**src/hw/async_timer_pkg.sv**
```systemverilog
package async_timer_pkg;

  // apb register map, byte addresses
  localparam logic [7:0] REG_COUNTER = 8'h00;
  localparam logic [7:0] REG_COMPARE = 8'h04;
  localparam logic [7:0] REG_CONTROL = 8'h08;
  localparam logic [7:0] REG_STATUS = 8'h0C;
  localparam logic [7:0] REG_IRQ_MASK = 8'h10;
  localparam logic [7:0] REG_IRQ_FLAGS = 8'h14;

  // holding channels, index equals the busy bit position in async_status
  localparam int CH_CONTROL = 0;
  localparam int CH_COMPARE = 1;
  localparam int CH_COUNTER = 2;
  localparam int NUM_CH = 3;

  // async_status fields
  localparam int STATUS_SELECT_BIT = 3;
  localparam logic [7:0] STATUS_RESET = 8'h00;

  // irq mask and flag positions
  localparam int COMPARE_BIT = 4;
  localparam int OVERFLOW_BIT = 2;
  localparam logic [7:0] MASK_RESET = 8'h00;
  localparam logic [7:0] FLAGS_RESET = 8'h00;
  localparam logic [7:0] FLAGS_IMPL = 8'h14;

  // timer_control fields
  localparam int CTRL_OUT_MODE_LSB = 4;
  localparam int CTRL_CLK_SEL_LSB = 0;
  localparam logic [7:0] CONTROL_RESET = 8'h00;
  localparam logic [7:0] COUNTER_MAX = 8'hFF;

  // timing counts
  localparam logic [1:0] LOAD_EDGES = 2'h2;
  localparam int FLAG_SYNC_CYCLES = 3;
  localparam logic [2:0] WAKE_STALL_CYCLES = 3'h4;

  typedef enum logic [2:0]
  {
    SLEEP_NONE,
    SLEEP_IDLE,
    SLEEP_POWER_SAVE,
    SLEEP_POWER_DOWN,
    SLEEP_STANDBY,
    SLEEP_EXT_STANDBY
  } sleep_mode_t;

  typedef struct packed
  {
    logic [7:0] value;
    logic pending;
    logic [1:0] edges;
  } hold_t;

  typedef struct packed
  {
    logic compare;
    logic overflow;
  } timer_event_t;

endpackage : async_timer_pkg

```
**src/hw/async_timer_update_sync.sv**
```systemverilog
// Operation
// - select bit zero runs the timer on the bus clock, one on the crystal pin
// - async counter write sets counter busy; cleared when the counter loads
// - async compare write sets compare busy; cleared when compare loads
// - async control write sets control busy; cleared when control loads
// - counter reads give the timer value; compare and control read their holding register
// - async writes enter a holding register and load after two crystal rising edges
// - counter, compare and control each own a separate holding register
// - compare matching is off while a counter or compare write is pending
// - after a wake-up the interrupt logic rearms only after one crystal cycle
// - crystal oscillator runs in every sleep state except power-down and standby
// - wake-up starts on the timer clock cycle after the interrupt condition
// - after a timer wake-up the processor stalls four cycles
// - counter reads use a copy refreshed on every crystal rising edge
// - async flag sync takes three bus cycles plus one timer cycle; pin unsynchronised
// - each irq needs its enable bit, its flag and the global enable
// - flags set by events, cleared by vector acknowledge or writing one
`timescale 1ns/1ps
module async_timer_update_sync
(
  // clock and reset
  input wire logic clock,
  input wire logic reset_n,
  // apb slave
  input wire logic psel,
  input wire logic penable,
  input wire logic pwrite,
  input wire logic [7:0] paddr,
  input wire logic [31:0] pwdata,
  output logic [31:0] prdata,
  output logic pready,
  output logic pslverr,
  // crystal pin
  input wire logic timer_crystal_in,
  // processor side
  input wire logic global_irq_enable,
  input wire logic compare_vector_ack,
  input wire logic overflow_vector_ack,
  input wire async_timer_pkg::sleep_mode_t sleep_state,
  // outputs
  output logic compare_irq,
  output logic overflow_irq,
  output logic compare_out,
  output logic wake_request,
  output logic cpu_stall,
  output logic osc_enable
);

  logic xtal_meta_reg;
  logic xtal_sync_reg;
  logic xtal_prev_reg;
  logic xtal_rise;
  logic async_clock_select;
  logic tick;
  logic running;
  logic [7:0] status_reg;
  logic [7:0] irq_mask_reg;
  logic [7:0] irq_flags_reg;
  logic [7:0] counter_value_reg;
  logic [7:0] counter_copy_reg;
  logic [7:0] compare_value_reg;
  logic [7:0] timer_control_reg;
  async_timer_pkg::hold_t hold_reg [async_timer_pkg::NUM_CH];
  logic [async_timer_pkg::NUM_CH-1:0] busy;
  logic [async_timer_pkg::NUM_CH-1:0] ch_write;
  logic [async_timer_pkg::NUM_CH-1:0] load_now;
  logic [7:0] load_val [async_timer_pkg::NUM_CH];
  async_timer_pkg::timer_event_t event_now;
  async_timer_pkg::timer_event_t flag_set;
  async_timer_pkg::timer_event_t sync_pipe_reg [async_timer_pkg::FLAG_SYNC_CYCLES-1];
  logic setup;
  logic wr_en;
  logic mapped;
  logic [7:0] rd_mux;
  logic [7:0] flag_clear;
  logic timer_sleep;
  logic wake_pending_reg;
  logic wake_armed_reg;
  logic [2:0] stall_count_reg;
  logic copy_due_reg;

  // crystal pin: two flops, then edge detect on the synchronised copy
  always_ff @(posedge clock or negedge reset_n)
  begin
    if (!reset_n)
    begin
      xtal_meta_reg <= 1'b0;
      xtal_sync_reg <= 1'b0;
      xtal_prev_reg <= 1'b0;
    end
    else
    begin
      xtal_meta_reg <= timer_crystal_in;
      xtal_sync_reg <= xtal_meta_reg;
      xtal_prev_reg <= xtal_sync_reg;
    end
  end

  assign xtal_rise = xtal_sync_reg && !xtal_prev_reg;
  assign async_clock_select = status_reg[async_timer_pkg::STATUS_SELECT_BIT];
  // the crystal rate is below a quarter of the bus clock, so no edge is missed
  assign tick = async_clock_select ? xtal_rise : 1'b1;
  assign running = timer_control_reg[async_timer_pkg::CTRL_CLK_SEL_LSB +: 3] != 3'h0;

  // apb decode: zero wait state, answer in the first access cycle
  assign setup = psel && !penable;
  assign mapped = (paddr == async_timer_pkg::REG_COUNTER) ||
                  (paddr == async_timer_pkg::REG_COMPARE) ||
                  (paddr == async_timer_pkg::REG_CONTROL) ||
                  (paddr == async_timer_pkg::REG_STATUS) ||
                  (paddr == async_timer_pkg::REG_IRQ_MASK) ||
                  (paddr == async_timer_pkg::REG_IRQ_FLAGS);
  assign wr_en = psel && penable && pready && pwrite && !pslverr;
  assign ch_write[async_timer_pkg::CH_COUNTER] = wr_en &&
    (paddr == async_timer_pkg::REG_COUNTER);
  assign ch_write[async_timer_pkg::CH_COMPARE] = wr_en &&
    (paddr == async_timer_pkg::REG_COMPARE);
  assign ch_write[async_timer_pkg::CH_CONTROL] = wr_en &&
    (paddr == async_timer_pkg::REG_CONTROL);

  always_comb
  begin
    rd_mux = 8'h00;
    unique case (paddr)
      async_timer_pkg::REG_COUNTER: rd_mux = counter_copy_reg;
      async_timer_pkg::REG_COMPARE: rd_mux = hold_reg[async_timer_pkg::CH_COMPARE].value;
      async_timer_pkg::REG_CONTROL: rd_mux = hold_reg[async_timer_pkg::CH_CONTROL].value;
      async_timer_pkg::REG_STATUS: rd_mux = {status_reg[7:3], busy};
      async_timer_pkg::REG_IRQ_MASK: rd_mux = irq_mask_reg;
      async_timer_pkg::REG_IRQ_FLAGS: rd_mux = irq_flags_reg;
      default: rd_mux = 8'h00;
    endcase
  end

  always_ff @(posedge clock or negedge reset_n)
  begin
    if (!reset_n)
    begin
      prdata <= 32'h00000000;
      pready <= 1'b0;
      pslverr <= 1'b0;
    end
    else
    begin
      pready <= setup;
      pslverr <= setup && !mapped;
      if (setup)
      begin
        prdata <= {24'h000000, rd_mux};
      end
    end
  end

  // select bit is software state; busy bits live in the channels
  always_ff @(posedge clock or negedge reset_n)
  begin
    if (!reset_n)
    begin
      status_reg <= async_timer_pkg::STATUS_RESET;
    end
    else if (wr_en && paddr == async_timer_pkg::REG_STATUS)
    begin
      // only the select bit is writable; busy positions are dropped
      status_reg <= {4'h0, pwdata[3], 3'h0};
    end
  end

  // one holding register per destination, so channels never disturb each other
  always_ff @(posedge clock or negedge reset_n)
  begin
    if (!reset_n)
    begin
      for (int i = 0; i < async_timer_pkg::NUM_CH; i++)
      begin
        hold_reg[i] <= '0;
      end
      hold_reg[async_timer_pkg::CH_CONTROL].value <= async_timer_pkg::CONTROL_RESET;
    end
    else
    begin
      for (int i = 0; i < async_timer_pkg::NUM_CH; i++)
      begin
        if (ch_write[i])
        begin
          // a rewrite while pending restarts the transfer with the new value
          hold_reg[i].value <= pwdata[7:0];
          hold_reg[i].pending <= async_clock_select;
          hold_reg[i].edges <= 2'h0;
        end
        else if (!async_clock_select)
        begin
          hold_reg[i].pending <= 1'b0;
        end
        else if (hold_reg[i].pending && xtal_rise)
        begin
          hold_reg[i].edges <= hold_reg[i].edges + 2'h1;
          if (hold_reg[i].edges == async_timer_pkg::LOAD_EDGES - 2'h1)
          begin
            hold_reg[i].pending <= 1'b0;
          end
        end
      end
    end
  end

  genvar g;
  generate
    for (g = 0; g < async_timer_pkg::NUM_CH; g++)
    begin : g_chan
      assign busy[g] = hold_reg[g].pending;
      // second crystal edge after the write moves the value across
      assign load_now[g] = async_clock_select ?
        (hold_reg[g].pending && xtal_rise &&
         hold_reg[g].edges == async_timer_pkg::LOAD_EDGES - 2'h1) :
        ch_write[g];
      assign load_val[g] = async_clock_select ? hold_reg[g].value : pwdata[7:0];
    end
  endgenerate

  // timer-side destinations
  always_ff @(posedge clock or negedge reset_n)
  begin
    if (!reset_n)
    begin
      compare_value_reg <= 8'h00;
      timer_control_reg <= async_timer_pkg::CONTROL_RESET;
    end
    else
    begin
      if (load_now[async_timer_pkg::CH_COMPARE])
      begin
        compare_value_reg <= load_val[async_timer_pkg::CH_COMPARE];
      end
      if (load_now[async_timer_pkg::CH_CONTROL])
      begin
        timer_control_reg <= load_val[async_timer_pkg::CH_CONTROL];
      end
    end
  end

  always_ff @(posedge clock or negedge reset_n)
  begin
    if (!reset_n)
    begin
      counter_value_reg <= 8'h00;
    end
    else if (load_now[async_timer_pkg::CH_COUNTER])
    begin
      counter_value_reg <= load_val[async_timer_pkg::CH_COUNTER];
    end
    else if (tick && running)
    begin
      counter_value_reg <= counter_value_reg + 8'h01;
    end
  end

  // bus-side copy moves one cycle after a crystal edge, once that edge's load or count
  // has landed; it still reads stale right after wake-up until the next edge
  always_ff @(posedge clock or negedge reset_n)
  begin
    if (!reset_n)
    begin
      copy_due_reg <= 1'b0;
      counter_copy_reg <= 8'h00;
    end
    else
    begin
      copy_due_reg <= xtal_rise;
      if (!async_clock_select || copy_due_reg)
      begin
        counter_copy_reg <= counter_value_reg;
      end
    end
  end

  // compare is masked while the counter or compare value is in flight
  assign event_now.compare = tick && running &&
    !busy[async_timer_pkg::CH_COUNTER] && !busy[async_timer_pkg::CH_COMPARE] &&
    !load_now[async_timer_pkg::CH_COUNTER] &&
    counter_value_reg == compare_value_reg;
  assign event_now.overflow = tick && running &&
    counter_value_reg == async_timer_pkg::COUNTER_MAX;

  // compare pin follows the timer tick directly, with no bus-clock resync
  always_ff @(posedge clock or negedge reset_n)
  begin
    if (!reset_n)
    begin
      compare_out <= 1'b0;
    end
    else if (event_now.compare)
    begin
      unique case (timer_control_reg[async_timer_pkg::CTRL_OUT_MODE_LSB +: 2])
        2'h0: compare_out <= compare_out;
        2'h1: compare_out <= !compare_out;
        2'h2: compare_out <= 1'b0;
        2'h3: compare_out <= 1'b1;
      endcase
    end
  end

  // flag crossing: the tick plus a short pipe gives three bus cycles of latency
  always_ff @(posedge clock or negedge reset_n)
  begin
    if (!reset_n)
    begin
      for (int i = 0; i < async_timer_pkg::FLAG_SYNC_CYCLES - 1; i++)
      begin
        sync_pipe_reg[i] <= '0;
      end
    end
    else
    begin
      sync_pipe_reg[0] <= event_now;
      for (int i = 1; i < async_timer_pkg::FLAG_SYNC_CYCLES - 1; i++)
      begin
        sync_pipe_reg[i] <= sync_pipe_reg[i-1];
      end
    end
  end

  assign flag_set = async_clock_select ?
    sync_pipe_reg[async_timer_pkg::FLAG_SYNC_CYCLES-2] : event_now;

  always_comb
  begin
    flag_clear = 8'h00;
    if (wr_en && paddr == async_timer_pkg::REG_IRQ_FLAGS)
    begin
      flag_clear = pwdata[7:0] & async_timer_pkg::FLAGS_IMPL;
    end
    flag_clear[async_timer_pkg::COMPARE_BIT] = flag_clear[async_timer_pkg::COMPARE_BIT] ||
      compare_vector_ack;
    flag_clear[async_timer_pkg::OVERFLOW_BIT] = flag_clear[async_timer_pkg::OVERFLOW_BIT] ||
      overflow_vector_ack;
  end

  // a set in the same cycle as a clear wins
  always_ff @(posedge clock or negedge reset_n)
  begin
    if (!reset_n)
    begin
      irq_flags_reg <= async_timer_pkg::FLAGS_RESET;
    end
    else
    begin
      irq_flags_reg <= irq_flags_reg & ~flag_clear;
      if (flag_set.compare)
      begin
        irq_flags_reg[async_timer_pkg::COMPARE_BIT] <= 1'b1;
      end
      if (flag_set.overflow)
      begin
        irq_flags_reg[async_timer_pkg::OVERFLOW_BIT] <= 1'b1;
      end
    end
  end

  always_ff @(posedge clock or negedge reset_n)
  begin
    if (!reset_n)
    begin
      irq_mask_reg <= async_timer_pkg::MASK_RESET;
    end
    else if (wr_en && paddr == async_timer_pkg::REG_IRQ_MASK)
    begin
      irq_mask_reg <= pwdata[7:0];
    end
  end

  always_ff @(posedge clock or negedge reset_n)
  begin
    if (!reset_n)
    begin
      compare_irq <= 1'b0;
      overflow_irq <= 1'b0;
    end
    else
    begin
      compare_irq <= global_irq_enable && irq_mask_reg[async_timer_pkg::COMPARE_BIT] &&
        irq_flags_reg[async_timer_pkg::COMPARE_BIT];
      overflow_irq <= global_irq_enable && irq_mask_reg[async_timer_pkg::OVERFLOW_BIT] &&
        irq_flags_reg[async_timer_pkg::OVERFLOW_BIT];
    end
  end

  // sleep and wake-up
  assign timer_sleep = sleep_state == async_timer_pkg::SLEEP_POWER_SAVE ||
    sleep_state == async_timer_pkg::SLEEP_EXT_STANDBY;

  always_ff @(posedge clock or negedge reset_n)
  begin
    if (!reset_n)
    begin
      osc_enable <= 1'b0;
    end
    else
    begin
      osc_enable <= async_clock_select &&
        sleep_state != async_timer_pkg::SLEEP_POWER_DOWN &&
        sleep_state != async_timer_pkg::SLEEP_STANDBY;
    end
  end

  always_ff @(posedge clock or negedge reset_n)
  begin
    if (!reset_n)
    begin
      wake_pending_reg <= 1'b0;
      wake_armed_reg <= 1'b1;
      wake_request <= 1'b0;
    end
    else
    begin
      wake_request <= 1'b0;
      if (wake_pending_reg && tick)
      begin
        // wake begins on the timer cycle after the condition
        wake_pending_reg <= 1'b0;
        wake_request <= 1'b1;
        wake_armed_reg <= 1'b0;
      end
      else if (timer_sleep && wake_armed_reg &&
               ((event_now.compare && irq_mask_reg[async_timer_pkg::COMPARE_BIT]) ||
                (event_now.overflow && irq_mask_reg[async_timer_pkg::OVERFLOW_BIT])))
      begin
        wake_pending_reg <= 1'b1;
      end
      else if (!wake_armed_reg && tick)
      begin
        // a timer event up to and including this tick cannot wake a sleep; later events can
        wake_armed_reg <= 1'b1;
      end
    end
  end

  always_ff @(posedge clock or negedge reset_n)
  begin
    if (!reset_n)
    begin
      stall_count_reg <= 3'h0;
      cpu_stall <= 1'b0;
    end
    else if (wake_request)
    begin
      stall_count_reg <= async_timer_pkg::WAKE_STALL_CYCLES - 3'h1;
      cpu_stall <= 1'b1;
    end
    else if (stall_count_reg != 3'h0)
    begin
      stall_count_reg <= stall_count_reg - 3'h1;
    end
    else
    begin
      cpu_stall <= 1'b0;
    end
  end
endmodule : async_timer_update_sync

```
**config.mk**
```make
export PLATFORM = sky130hd
export DESIGN_NAME = async_timer_update_sync
export DESIGN_NICKNAME = d
export VERILOG_FILES = /design/src/hw/async_timer_pkg.sv /design/src/hw/async_timer_update_sync.sv
export SDC_FILE = /design/constraint.sdc
export NUM_CORES = 1
export LEC_CHECK = 0
export BUFFER_PORTS_ARGS = -buffer_cell sky130_fd_sc_hd__buf_2
export CAP_MARGIN = 20
export CORE_UTILIZATION = 43
export DETAILED_ROUTE_END_ITERATION = 8
export GPL_TIMING_DRIVEN = 1
export SETUP_SLACK_MARGIN = 0.4
export SLEW_MARGIN = 40
export SYNTH_ARGS = -nofsm -noshare
export SYNTH_HDL_FRONTEND = slang
export SYNTH_SLANG_ARGS = --single-unit
```
**constraint.sdc**
```tcl
create_clock -name clock -period 2.6 [get_ports clock]
set_clock_uncertainty 0.1 [all_clocks]
set_input_delay 0.39 -clock clock [delete_from_list [all_inputs] [get_ports clock]]
set_output_delay 0.39 -clock clock [all_outputs]
set_load 0.03 [all_outputs]
```
### Yosys cells after proc, flatten, opt, wreduce, memory -nomap -nowiden

Index checks and enable logic that the tools add are counted.

* reduce and logical (&&, ||, !) cells: 79
* add/subtract/negate cells: 5
* equal/unequal tests: 25
* bitwise logic cells: 3
* mux-type cells: 40

Operators with widths (number)
* $pmux 8 s6: 1
* $logic_and 1x1->1: 37
* $mux 8: 4
* $mux 3: 8
* $mux 1: 20
* $reduce_bool 2->1: 10
* $ne 3x1->1 const B: 6
* $eq 8x4->1 const B: 2
* $eq 8x5->1 const B: 2
* $reduce_and 2->1: 8
* $logic_not 1->1: 10
* $logic_or 1x1->1: 10
* $add 8x1->8 const B: 1
* $and 8x8->8: 1
* $eq 2x1->1 const B: 4
* $eq 8x3->1 const B: 1
* $eq 8x8->1: 1
* $eq 8x8->1 const B: 1
* $logic_not 8->1: 1
* $mux 2: 4
* $not 8->8: 1
* $add 2x1->2 const B: 3
* $mux 6: 1
* $reduce_bool 3->1: 2
* 11 further kinds: 13

* word-level logic and storage cells: 188
* register bits after elaboration: 109
* output and inout bits: 40
* input port bits: 52

### Depth between registers and ports, before layout

Gate-level depths: netlist of run 1.

* depth after elaboration: 14
* depth in mapped cells: 7
* depth with buffers taken out: 6

### Worst setup path before layout of run 1

Ideal clock, no wire load.

* kind: input -> register
* from: input paddr[3]
* to: register hold_reg[10] (netlist bit)
* path slack: 0.618 ns
* library setup time: 0.125 ns
* data arrival time: 1.758 ns
* required time: 2.375 ns
* buffers on the path: 2
* stages: 6
* cell sequence: buf_4 > nor4_4 > nand2_1 > nor3_2 > buf_4 > mux2_2

* cells in the longest elaborated chain, start to end: 2

Ends and longest elaborated chain
* from (decl): line async_timer_update_sync.sv:28 `input wire logic [7:0] paddr,`
* $logic_not 8->1: line async_timer_update_sync.sv:115 `(paddr == async_timer_pkg::REG_COUNTER);`
* $logic_and 1x1->1: line async_timer_update_sync.sv:114 `assign ch_write[async_timer_pkg::CH_COUNTER] = wr_en &&`
* to (decl): line async_timer_update_sync.sv:63 `async_timer_pkg::hold_t hold_reg [async_timer_pkg::NUM_CH];`

No other way between the ends.
A chain may end at the register's enable or synchronous reset.

### Worst setup path after layout of run 1

* from: register pslverr
* to: register compare_value_reg[7]

* cells in the longest elaborated chain, start to end: 4

Ends and longest elaborated chain
* from (decl): line async_timer_update_sync.sv:32 `output logic pslverr,`
* from (signal assigned): line async_timer_update_sync.sv:146 `pslverr <= setup && !mapped;`
* $logic_not 1->1: line async_timer_update_sync.sv:113 `assign wr_en = psel && penable && pready && pwrite && !pslverr;`
* $logic_and 1x1->1: line async_timer_update_sync.sv:113
* $logic_and 1x1->1: line async_timer_update_sync.sv:116 `assign ch_write[async_timer_pkg::CH_COMPARE] = wr_en &&`
* $mux 1: line async_timer_update_sync.sv:212 `assign load_now[g] = async_clock_select ?`
* to (signal assigned): line async_timer_update_sync.sv:232 `compare_value_reg <= load_val[async_timer_pkg::CH_COMPARE];`
* to (decl): line async_timer_update_sync.sv:61 `logic [7:0] compare_value_reg;`

No other way between the ends.

==> results by group, run 1 <==
Outcome
  • Status: finished clean

Clock tree
  • Clk buf depth: 2
  • Total clock sinks: approximately 100
  • H-tree Lvls: 3
  • CTS Buf Count: 9
  • Root buf cell: clkbuf_16
  • Clock Latency Late Sink: between 0.3 and 0.4 ns
  • CTS tree: built
  • Clock transition at path regs: ~0.07 ns

Critical path
  • CP Capture Type: flip-flop
  • WP data required: 2.73 ns
  • Slowest CP cell: dfrtp_1
  • Worst path bufs/invs: 0
  • Critical path data arrival time: about 2.1 ns
  • Worst setup SP type: flip-flop
  • Worst-path cell chain: and3b_1 -> and3_2 -> nand2_4 -> o22ai_4 -> mux2_2
  • Setup CP Type: flip-flop to flip-flop
  • Worst path max stage delay: 0.39 ns
  • Worst R2R Setup Slack: between 0.6 and 0.7 ns
  • Worst-path fanout max: 10
  • Largest delay share family, worst path: simple AND/OR/NAND/NOR gates

Finish
  • N_diodes: 0
  • Register area: ~2600 um2
  • Final nets: approximately 600
  • Commonest non-fill, non-tap cell in the layout: nand2_1
  • FILL cells: between 1k and 1.5k
  • Fraction of layout cells with a size suffix above 1: 0.245
  • Area Overhead vs Synth: 13.2%
  • Most frequent cells in the layout: nand2_1 (103), dfrtp_1 (101), mux2_2 (46)
  • Largest register FFs: 30
  • Multi-input logic area: about 2300 um2

STA
  • Final setup viols: 0
  • Fmax achieved: 501 MHz
  • Fin crit period: between 1.5 and 2 ns
  • Period utilization: 0.768
  • Relative slew margins: 0.568
  • Fin. Hold Viols: 0
  • RSZ-0062 raised after global routing: no
  • Worst-margin pin slew: approximately 0.65 ns
  • Setup_tns: 0 ns
  • Max-slew violations: 0
  • WHS: between 0.03 and 0.04 ns

Yosys
  • Number of flops mapped to enable cells by yosys: 0
  • Synth unique cells: between 50 and 60
  • Mapped cell area: around 5100 um2
  • Seq cells post-synth: around 100
  • Yosys warns: 0
  • Mean Syn Cell Area: 10.5 um2
  • Asr flop ratio synth: 1.00
  • Syn Inst Count: just under 500
  • Dominant synthesized flop cell: dfrtp_1
  • Sequential share of the synthesized area: 0.502

Power
  • Leak pwr: 2.72 nW
  • Worst IR drop on VDD: 0.000399 V
  • Power per Cell Area: between 600 and 700 nW/um2

Global route
  • Total GRT Usage: 0.200
  • GRT Residual Overflow: 0
  • Largest net degree at the start of global routing: 54
  • Initial antenna violation count: 0
  • First-pass GRT wire length: 19100 um
  • Vias in the first global route: 3714

Floorplanning
  • Io pins: 92
  • DIE WIDTH: approximately 110 um
  • Initial core utilization: 0.444
  • Die area: between 10000 and 15000 um2
  • Row cnt: 39
  • Die H: 111 um
  • Core area: roughly 11000 um2

Detailed routing
  • Antenna viol nets, final: 0
  • Post-route DRC: 0
  • Vias: between 3k and 4k
  • Routed wire per std cell: 16.4 um
  • DRT iter0 DRCs: 121
  • First-pass iteration count of the detailed router: 4
  • Wirelength, routed: around 11000 um
  • Vias/cell: roughly 5.3

Run
  • Max-Cap Viols: 0

Hold path
  • Hold Path Class: input pin to flip-flop

Placed design
  • Post-DP HPWL: between 8000 and 9000 um
  • Port Buffers: 43
  • GP Congestion: 0.795
[layer usage]
| layer | wire length (um) | share of wire | vias up | global-route usage |
|---|---|---|---|---|
| met5 | 0 | 0 | - | 0 |
| met4 | 206 | 0.018 | 0 | 0.0729 |
| met3 | 456 | 0.040 | 16 | 0.0295 |
| met2 | 5510 | 0.49 | 78 | 0.330 |
| met1 | 5090 | 0.45 | 1785 | 0.267 |
| li1 | - | - | 1740 | - |
[synth_stat cells (all sizes together), types with 4 or more instances]
master,number,area [um2]
nand3,9,45.0
and2,4,25.0
nand2,104,398
a32oi,4,35.0
and4,6,52.6
o21a,5,37.5
mux2,47,529
mux2i,11,110
nor2b,5,33.8
nand2b,14,87.6
and3,10,62.6
ha,6,75.1
xor2,9,78.8
dfrtp,101,2530
clkbuf,10,37.5
xnor2,7,61.3
buf,32,228
inv,13,48.8
a21oi,5,25.0
nor2,16,60.1
nand4,9,56.3
nor3,7,51.3
o21ai,17,85.1
[area by class of cell]
| type | instances | share of cell area |
|---|---|---|
| clock buffer | 10 | 0.0415 |
| timing repair buffer | 60 | 0.0626 |
| tap | 143 | 0.0311 |
| multi-input combinational | 351 | 0.400 |
| inverter | 14 | 0.00913 |
| sequential | 102 | 0.444 |
| clock inverter | 6 | 0.0124 |
[report_power, final]
group          total [W]  internal, W  switching, W
registers        0.00191      0.00175      0.000167
logic           0.000566     0.000229      0.000337
clock network    0.00138     0.000777      0.000606
[kinds of logic after synthesis]
group,Yosys count,share of synthesized area
buffers and inverters,56,0.0625
AO/OA/AOI/OAI,56,0.0795
other,1,0.000737
flip-flops,102,0.502
XOR/XNOR,16,0.0276
AND/OR/NAND/NOR,191,0.187
multiplexers,58,0.126
adder cells (fa/ha/maj),6,0.0148
[per-stage QoR]
stage	total power [W]	cells	worst slack, ns	instance area (um2)	utilization
after floorplan	0.00232	509	0.618	5170	-
after global placement	0.00249	668	0.301	5430	0.473
after detailed placement	0.00252	668	0.292	5430	0.473
after CTS	0.00391	685	0.510	5750	0.501
after global routing	0.00406	686	0.420	5760	0.502
final	0.00386	686	0.602	5760	0.502
[final timing paths]
| kind | startpoint | endpoint | cells past startpoint |
|---|---|---|---|
| max | pslverr | compare_value_reg[7] | 5 |
| min | timer_crystal_in | xtal_meta_reg | 1 |
| max reg2reg | pslverr | compare_value_reg[7] | 5 |
| min reg2reg | sync_pipe_reg[3] | sync_pipe_reg[1] | 0 |
| max in group asynchronous | reset_n | compare_value_reg[5] | 3 |
| min in group asynchronous | reset_n | pslverr | 2 |
[worst reg2reg max path: stages, from the launching register on]
cell and delay [ns]:
dfrtp_1 0.39, and3b_1 0.25, and3_2 0.28, nand2_4 0.12, o22ai_4 0.35, mux2_2 0.38
[timing repair]
item                       4_1_cts  5_1_grt
setup buffers                    0        1
setup endpoints to repair        0        7
gates resized for setup          0        1
hold endpoints to repair        17        0
hold buffers                     1        0
Power figures use the tool's default switching activity.
==> run 2: changes to the inputs <==
- ABC_AREA: not set -> 1
- PLACE_DENSITY: not set -> 0.67
- clock period: 2.6 -> 1.75 ns (I/O delays scaled with it)
==> results by group, run 2 <==
Outcome
  • Status: finished with violations
  • Failing checks: design-rule violations

Clock tree
  • Root buf cell: clkbuf_16
  • Clock Latency Late Sink: 0.35 ns (about the same)
  • CTS Buf Count: 9 (unchanged)
  • H-tree Lvls: 3 (unchanged)
  • CTS tree: built
  • Clock transition at path regs: 0.07 ns (about the same)
  • Clk buf depth: 2 (unchanged)
  • Total clock sinks: 102 (unchanged)

Finish
  • Register area: 2560 um2 (+0.34%)
  • Commonest non-fill, non-tap cell in the layout: nand2_1
  • Multi-input logic area: 2470 um2 (+7.2%)
  • N_diodes: 0 (unchanged)
  • Fraction of layout cells with a size suffix above 1: 0.293 (+0.0482)
  • Area Overhead vs Synth: 31.7%
  • Final nets: 800 (+34%)
  • Largest register FFs: 30 (unchanged)
  • Most frequent cells in the layout: nand2_1 (159), dfrtp_1 (94), inv_1 (67)
  • FILL cells: 1025 (-3.4%)

STA
  • Final setup viols: 0 (unchanged)
  • Fin crit period: 1.66 ns (-0.338 ns)
  • Setup WS post-layout: 0.0898 ns (-0.512 ns)
  • Period utilization: 0.949 (+0.180)
  • Fmax achieved: 602 MHz (+20%)
  • Setup_tns: 0 ns (unchanged)
  • Fin. Hold Viols: 0 (unchanged)
  • RSZ-0062 raised after global routing: yes
  • Max-slew violations: 0 (unchanged)

Global route
  • Vias in the first global route: 4612 (+24%)
  • First-pass GRT wire length: 23100 um (+21%)
  • GRT Residual Overflow: 0 (unchanged)
  • Largest net degree at the start of global routing: 38 (-30%)
  • Initial antenna violation count: 0 (unchanged)
  • Total GRT Usage: 0.242 (+0.0424)

Yosys
  • Yosys warns: 0 (unchanged)
  • Post-synth top area share: 0.489 (-0.00782)
  • Number of flops mapped to enable cells by yosys: 0 (unchanged)
  • Seq cells post-synth: 102 (unchanged)
  • Synth area leaders: dfrtp_1 (49%), nand2_1 (12%), o21ai_0 (6.9%)
  • Syn Inst Count: 630 (+30%)
  • Synth unique cells: 47 (-15%)
  • Sequential share of the synthesized area: 0.494 (-0.00790)
  • Library cell with the highest instance count after synthesis: nand2_1
  • Dominant synthesized flop cell: dfrtp_1
  • Mapped cell area: 5170 um2 (+1.6%)
  • Mean Syn Cell Area: 8.20 um2 (-22%)
  • Largest area contributor in the netlist: dfrtp_1
  • Asr flop ratio synth: 1.00 (unchanged)
  • Top cells by count, synth: nand2_1 (171), dfrtp_1 (101), inv_1 (76)

Power
  • Final total power: 0.00669 W (+73%)
  • Worst IR drop on VDD: 0.000478 V (+20%)
  • Power per Cell Area: 983 nW/um2 (+47%)
  • Leak pwr: 3.33 nW (+23%)

Critical path
  • Critical path data arrival time: 1.83 ns (-0.30 ns)
  • WP data required: 1.92 ns (-0.81 ns)
  • Worst R2R Setup Slack: 0.09 ns (-0.51 ns)
  • R2R cell count: 9 (+4)
  • Reg-to-Reg Start: pslverr
  • Worst-path fanout max: 16 (+6)
  • CP Capture Type: flip-flop
  • Worst setup SP type: flip-flop
  • Setup CP Type: flip-flop to flip-flop
  • RR Endpoint: compare_value_reg[0]

Hold path
  • Hold-critical path endpoint: overflow_irq
  • Hold Path Stages: 3 (+2)
  • Hold Path Class: input pin to flip-flop
  • Hold path startpoint: global_irq_enable

Detailed routing
  • Vias/cell: 5.27 (-0.15%)
  • Vias: 4688 (+30%)
  • DRT iter0 DRCs: 336 (+180%)
  • First-pass iteration count of the detailed router: 7 (+3)
  • Antenna viol nets, final: 0 (unchanged)
  • Routed wire per std cell: 16.7 um (+1.5%)
  • Post-route DRC: 15 (+15)
  • Wirelength, routed: 14800 um (+32%)

Placed design
  • Post-DP HPWL: 10200 um (+22%)
  • GP Congestion: 0.915 (+15%)
  • Port Buffers: 43 (unchanged)
  • Pre-CTS WS: 0.0168 ns (-0.275 ns)

Floorplanning
  • Die area: 12500 um2 (+1.6%)
  • Core area: 11600 um2 (+0.85%)
  • Io pins: 92 (unchanged)
  • Row cnt: 39 (unchanged)
  • Die H: 112 um (+0.79%)
  • DIE WIDTH: 112 um (+0.79%)
  • Initial core utilization: 0.447 (+0.00329)

Run
  • Max-Cap Viols: 0 (unchanged)
## run 2: cell types whose count changed in the layout (fill, tap and decap cells not counted), sizes merged, moves of 10 or more
cell    delta
o21ai     +56
buf       +50
inv       +66
nand3     +14
and3      -10
a21oi     +25
nand2b    -14
mux2      -47
nor2      +31
mux2i     -10
nand2     +74
## run 2: cell families after synthesis
logic type                 after synthesis  share of synthesized area
muxes                                    1                    0.00194
buffers and inverters                  118                      0.108
AOI/OAI and AO/OA                      133                      0.147
xor gates and xnor gates                 5                    0.00848
and+or+nand+nor                        264                      0.224
DFF                                    102                      0.494
other                                    1                   0.000726
adders and majority gates                6                     0.0145
## run 2: metrics by stage
step | hold slack, ns | cells | area [um2] | utilization
after floorplan | -0.133 | 653 | 5330 | -
final | 0.0180 | 890 | 6810 | 0.589
after detailed placement | 0.0876 | 833 | 5730 | 0.495
after global routing | 0.0308 | 890 | 6810 | 0.589
after global placement | 0.0848 | 833 | 5730 | 0.495
after CTS | 0.0232 | 876 | 6480 | 0.560
## run 2: power breakdown
part | internal [W] | total [W] | leakage [nW] | switching, W
clock | 0.00100 | 0.00192 | 0.124 | 0.000916
sequential | 0.00267 | 0.00293 | 1.31 | 0.000270
combinational | 0.000765 | 0.00184 | 1.90 | 0.00107
total | 0.00443 | 0.00669 | 3.33 | 0.00226
## run 2: worst max-delay path by stage
stage	start	to	slack, ns	depth (start not counted)
after detailed placement	paddr[7]	counter_value_reg[0]	0.02	11
after global placement	paddr[7]	timer_control_reg[2]	0.07	10
final	pslverr	compare_value_reg[0]	0.09	9
after CTS	counter_value_reg[0]	wake_pending_reg	0.13	8
after global routing	counter_value_reg[2]	wake_pending_reg	0.001	11
after floorplan	pslverr	compare_value_reg[5]	0.09	8
## run 2: worst max-delay path, stage by stage, from the launching register on
cell and delay (ns):
dfrtp_2 0.40, inv_2 0.05, nand2_2 0.05, nor3_4 0.18, buf_6 0.18, nand2_8 0.08
a21boi_4 0.16, buf_12 0.16, nor2_1 0.05, a31oi_1 0.16
## run 2: cell type report
| type | instances | share of cell area |
|---|---|---|
| Multi-Input combinational cell | 434 | 0.363 |
| Timing Repair inverter | 1 | 0.00239 |
| Inverter | 80 | 0.0474 |
| Clock buffer | 11 | 0.0357 |
| Sequential cell | 102 | 0.376 |
| Clock inverter | 5 | 0.00515 |
| Timing Repair Buffer | 114 | 0.144 |
| Tap cell | 143 | 0.0263 |
## run 2: per-layer routing
layer,up-vias,GRT usage,share of wire
li1,2217,-,-
met1,2272,0.315,0.42
met2,172,0.405,0.50
met3,27,0.0425,0.059
met4,0,0.0892,0.023
met5,-,0,0
## run 2: timing repair
| action | 4_1_cts | 5_1_grt |
|---|---|---|
| buffers inserted | 21 | 12 |
| hold buffers | 3 | 0 |
| pin swaps | 14 | 24 |
| gates cloned | 3 | 2 |
| setup endpoints to repair | 69 | 75 |
| resized for setup | 67 | 69 |
| endpoints found under the hold margin | 22 | 0 |
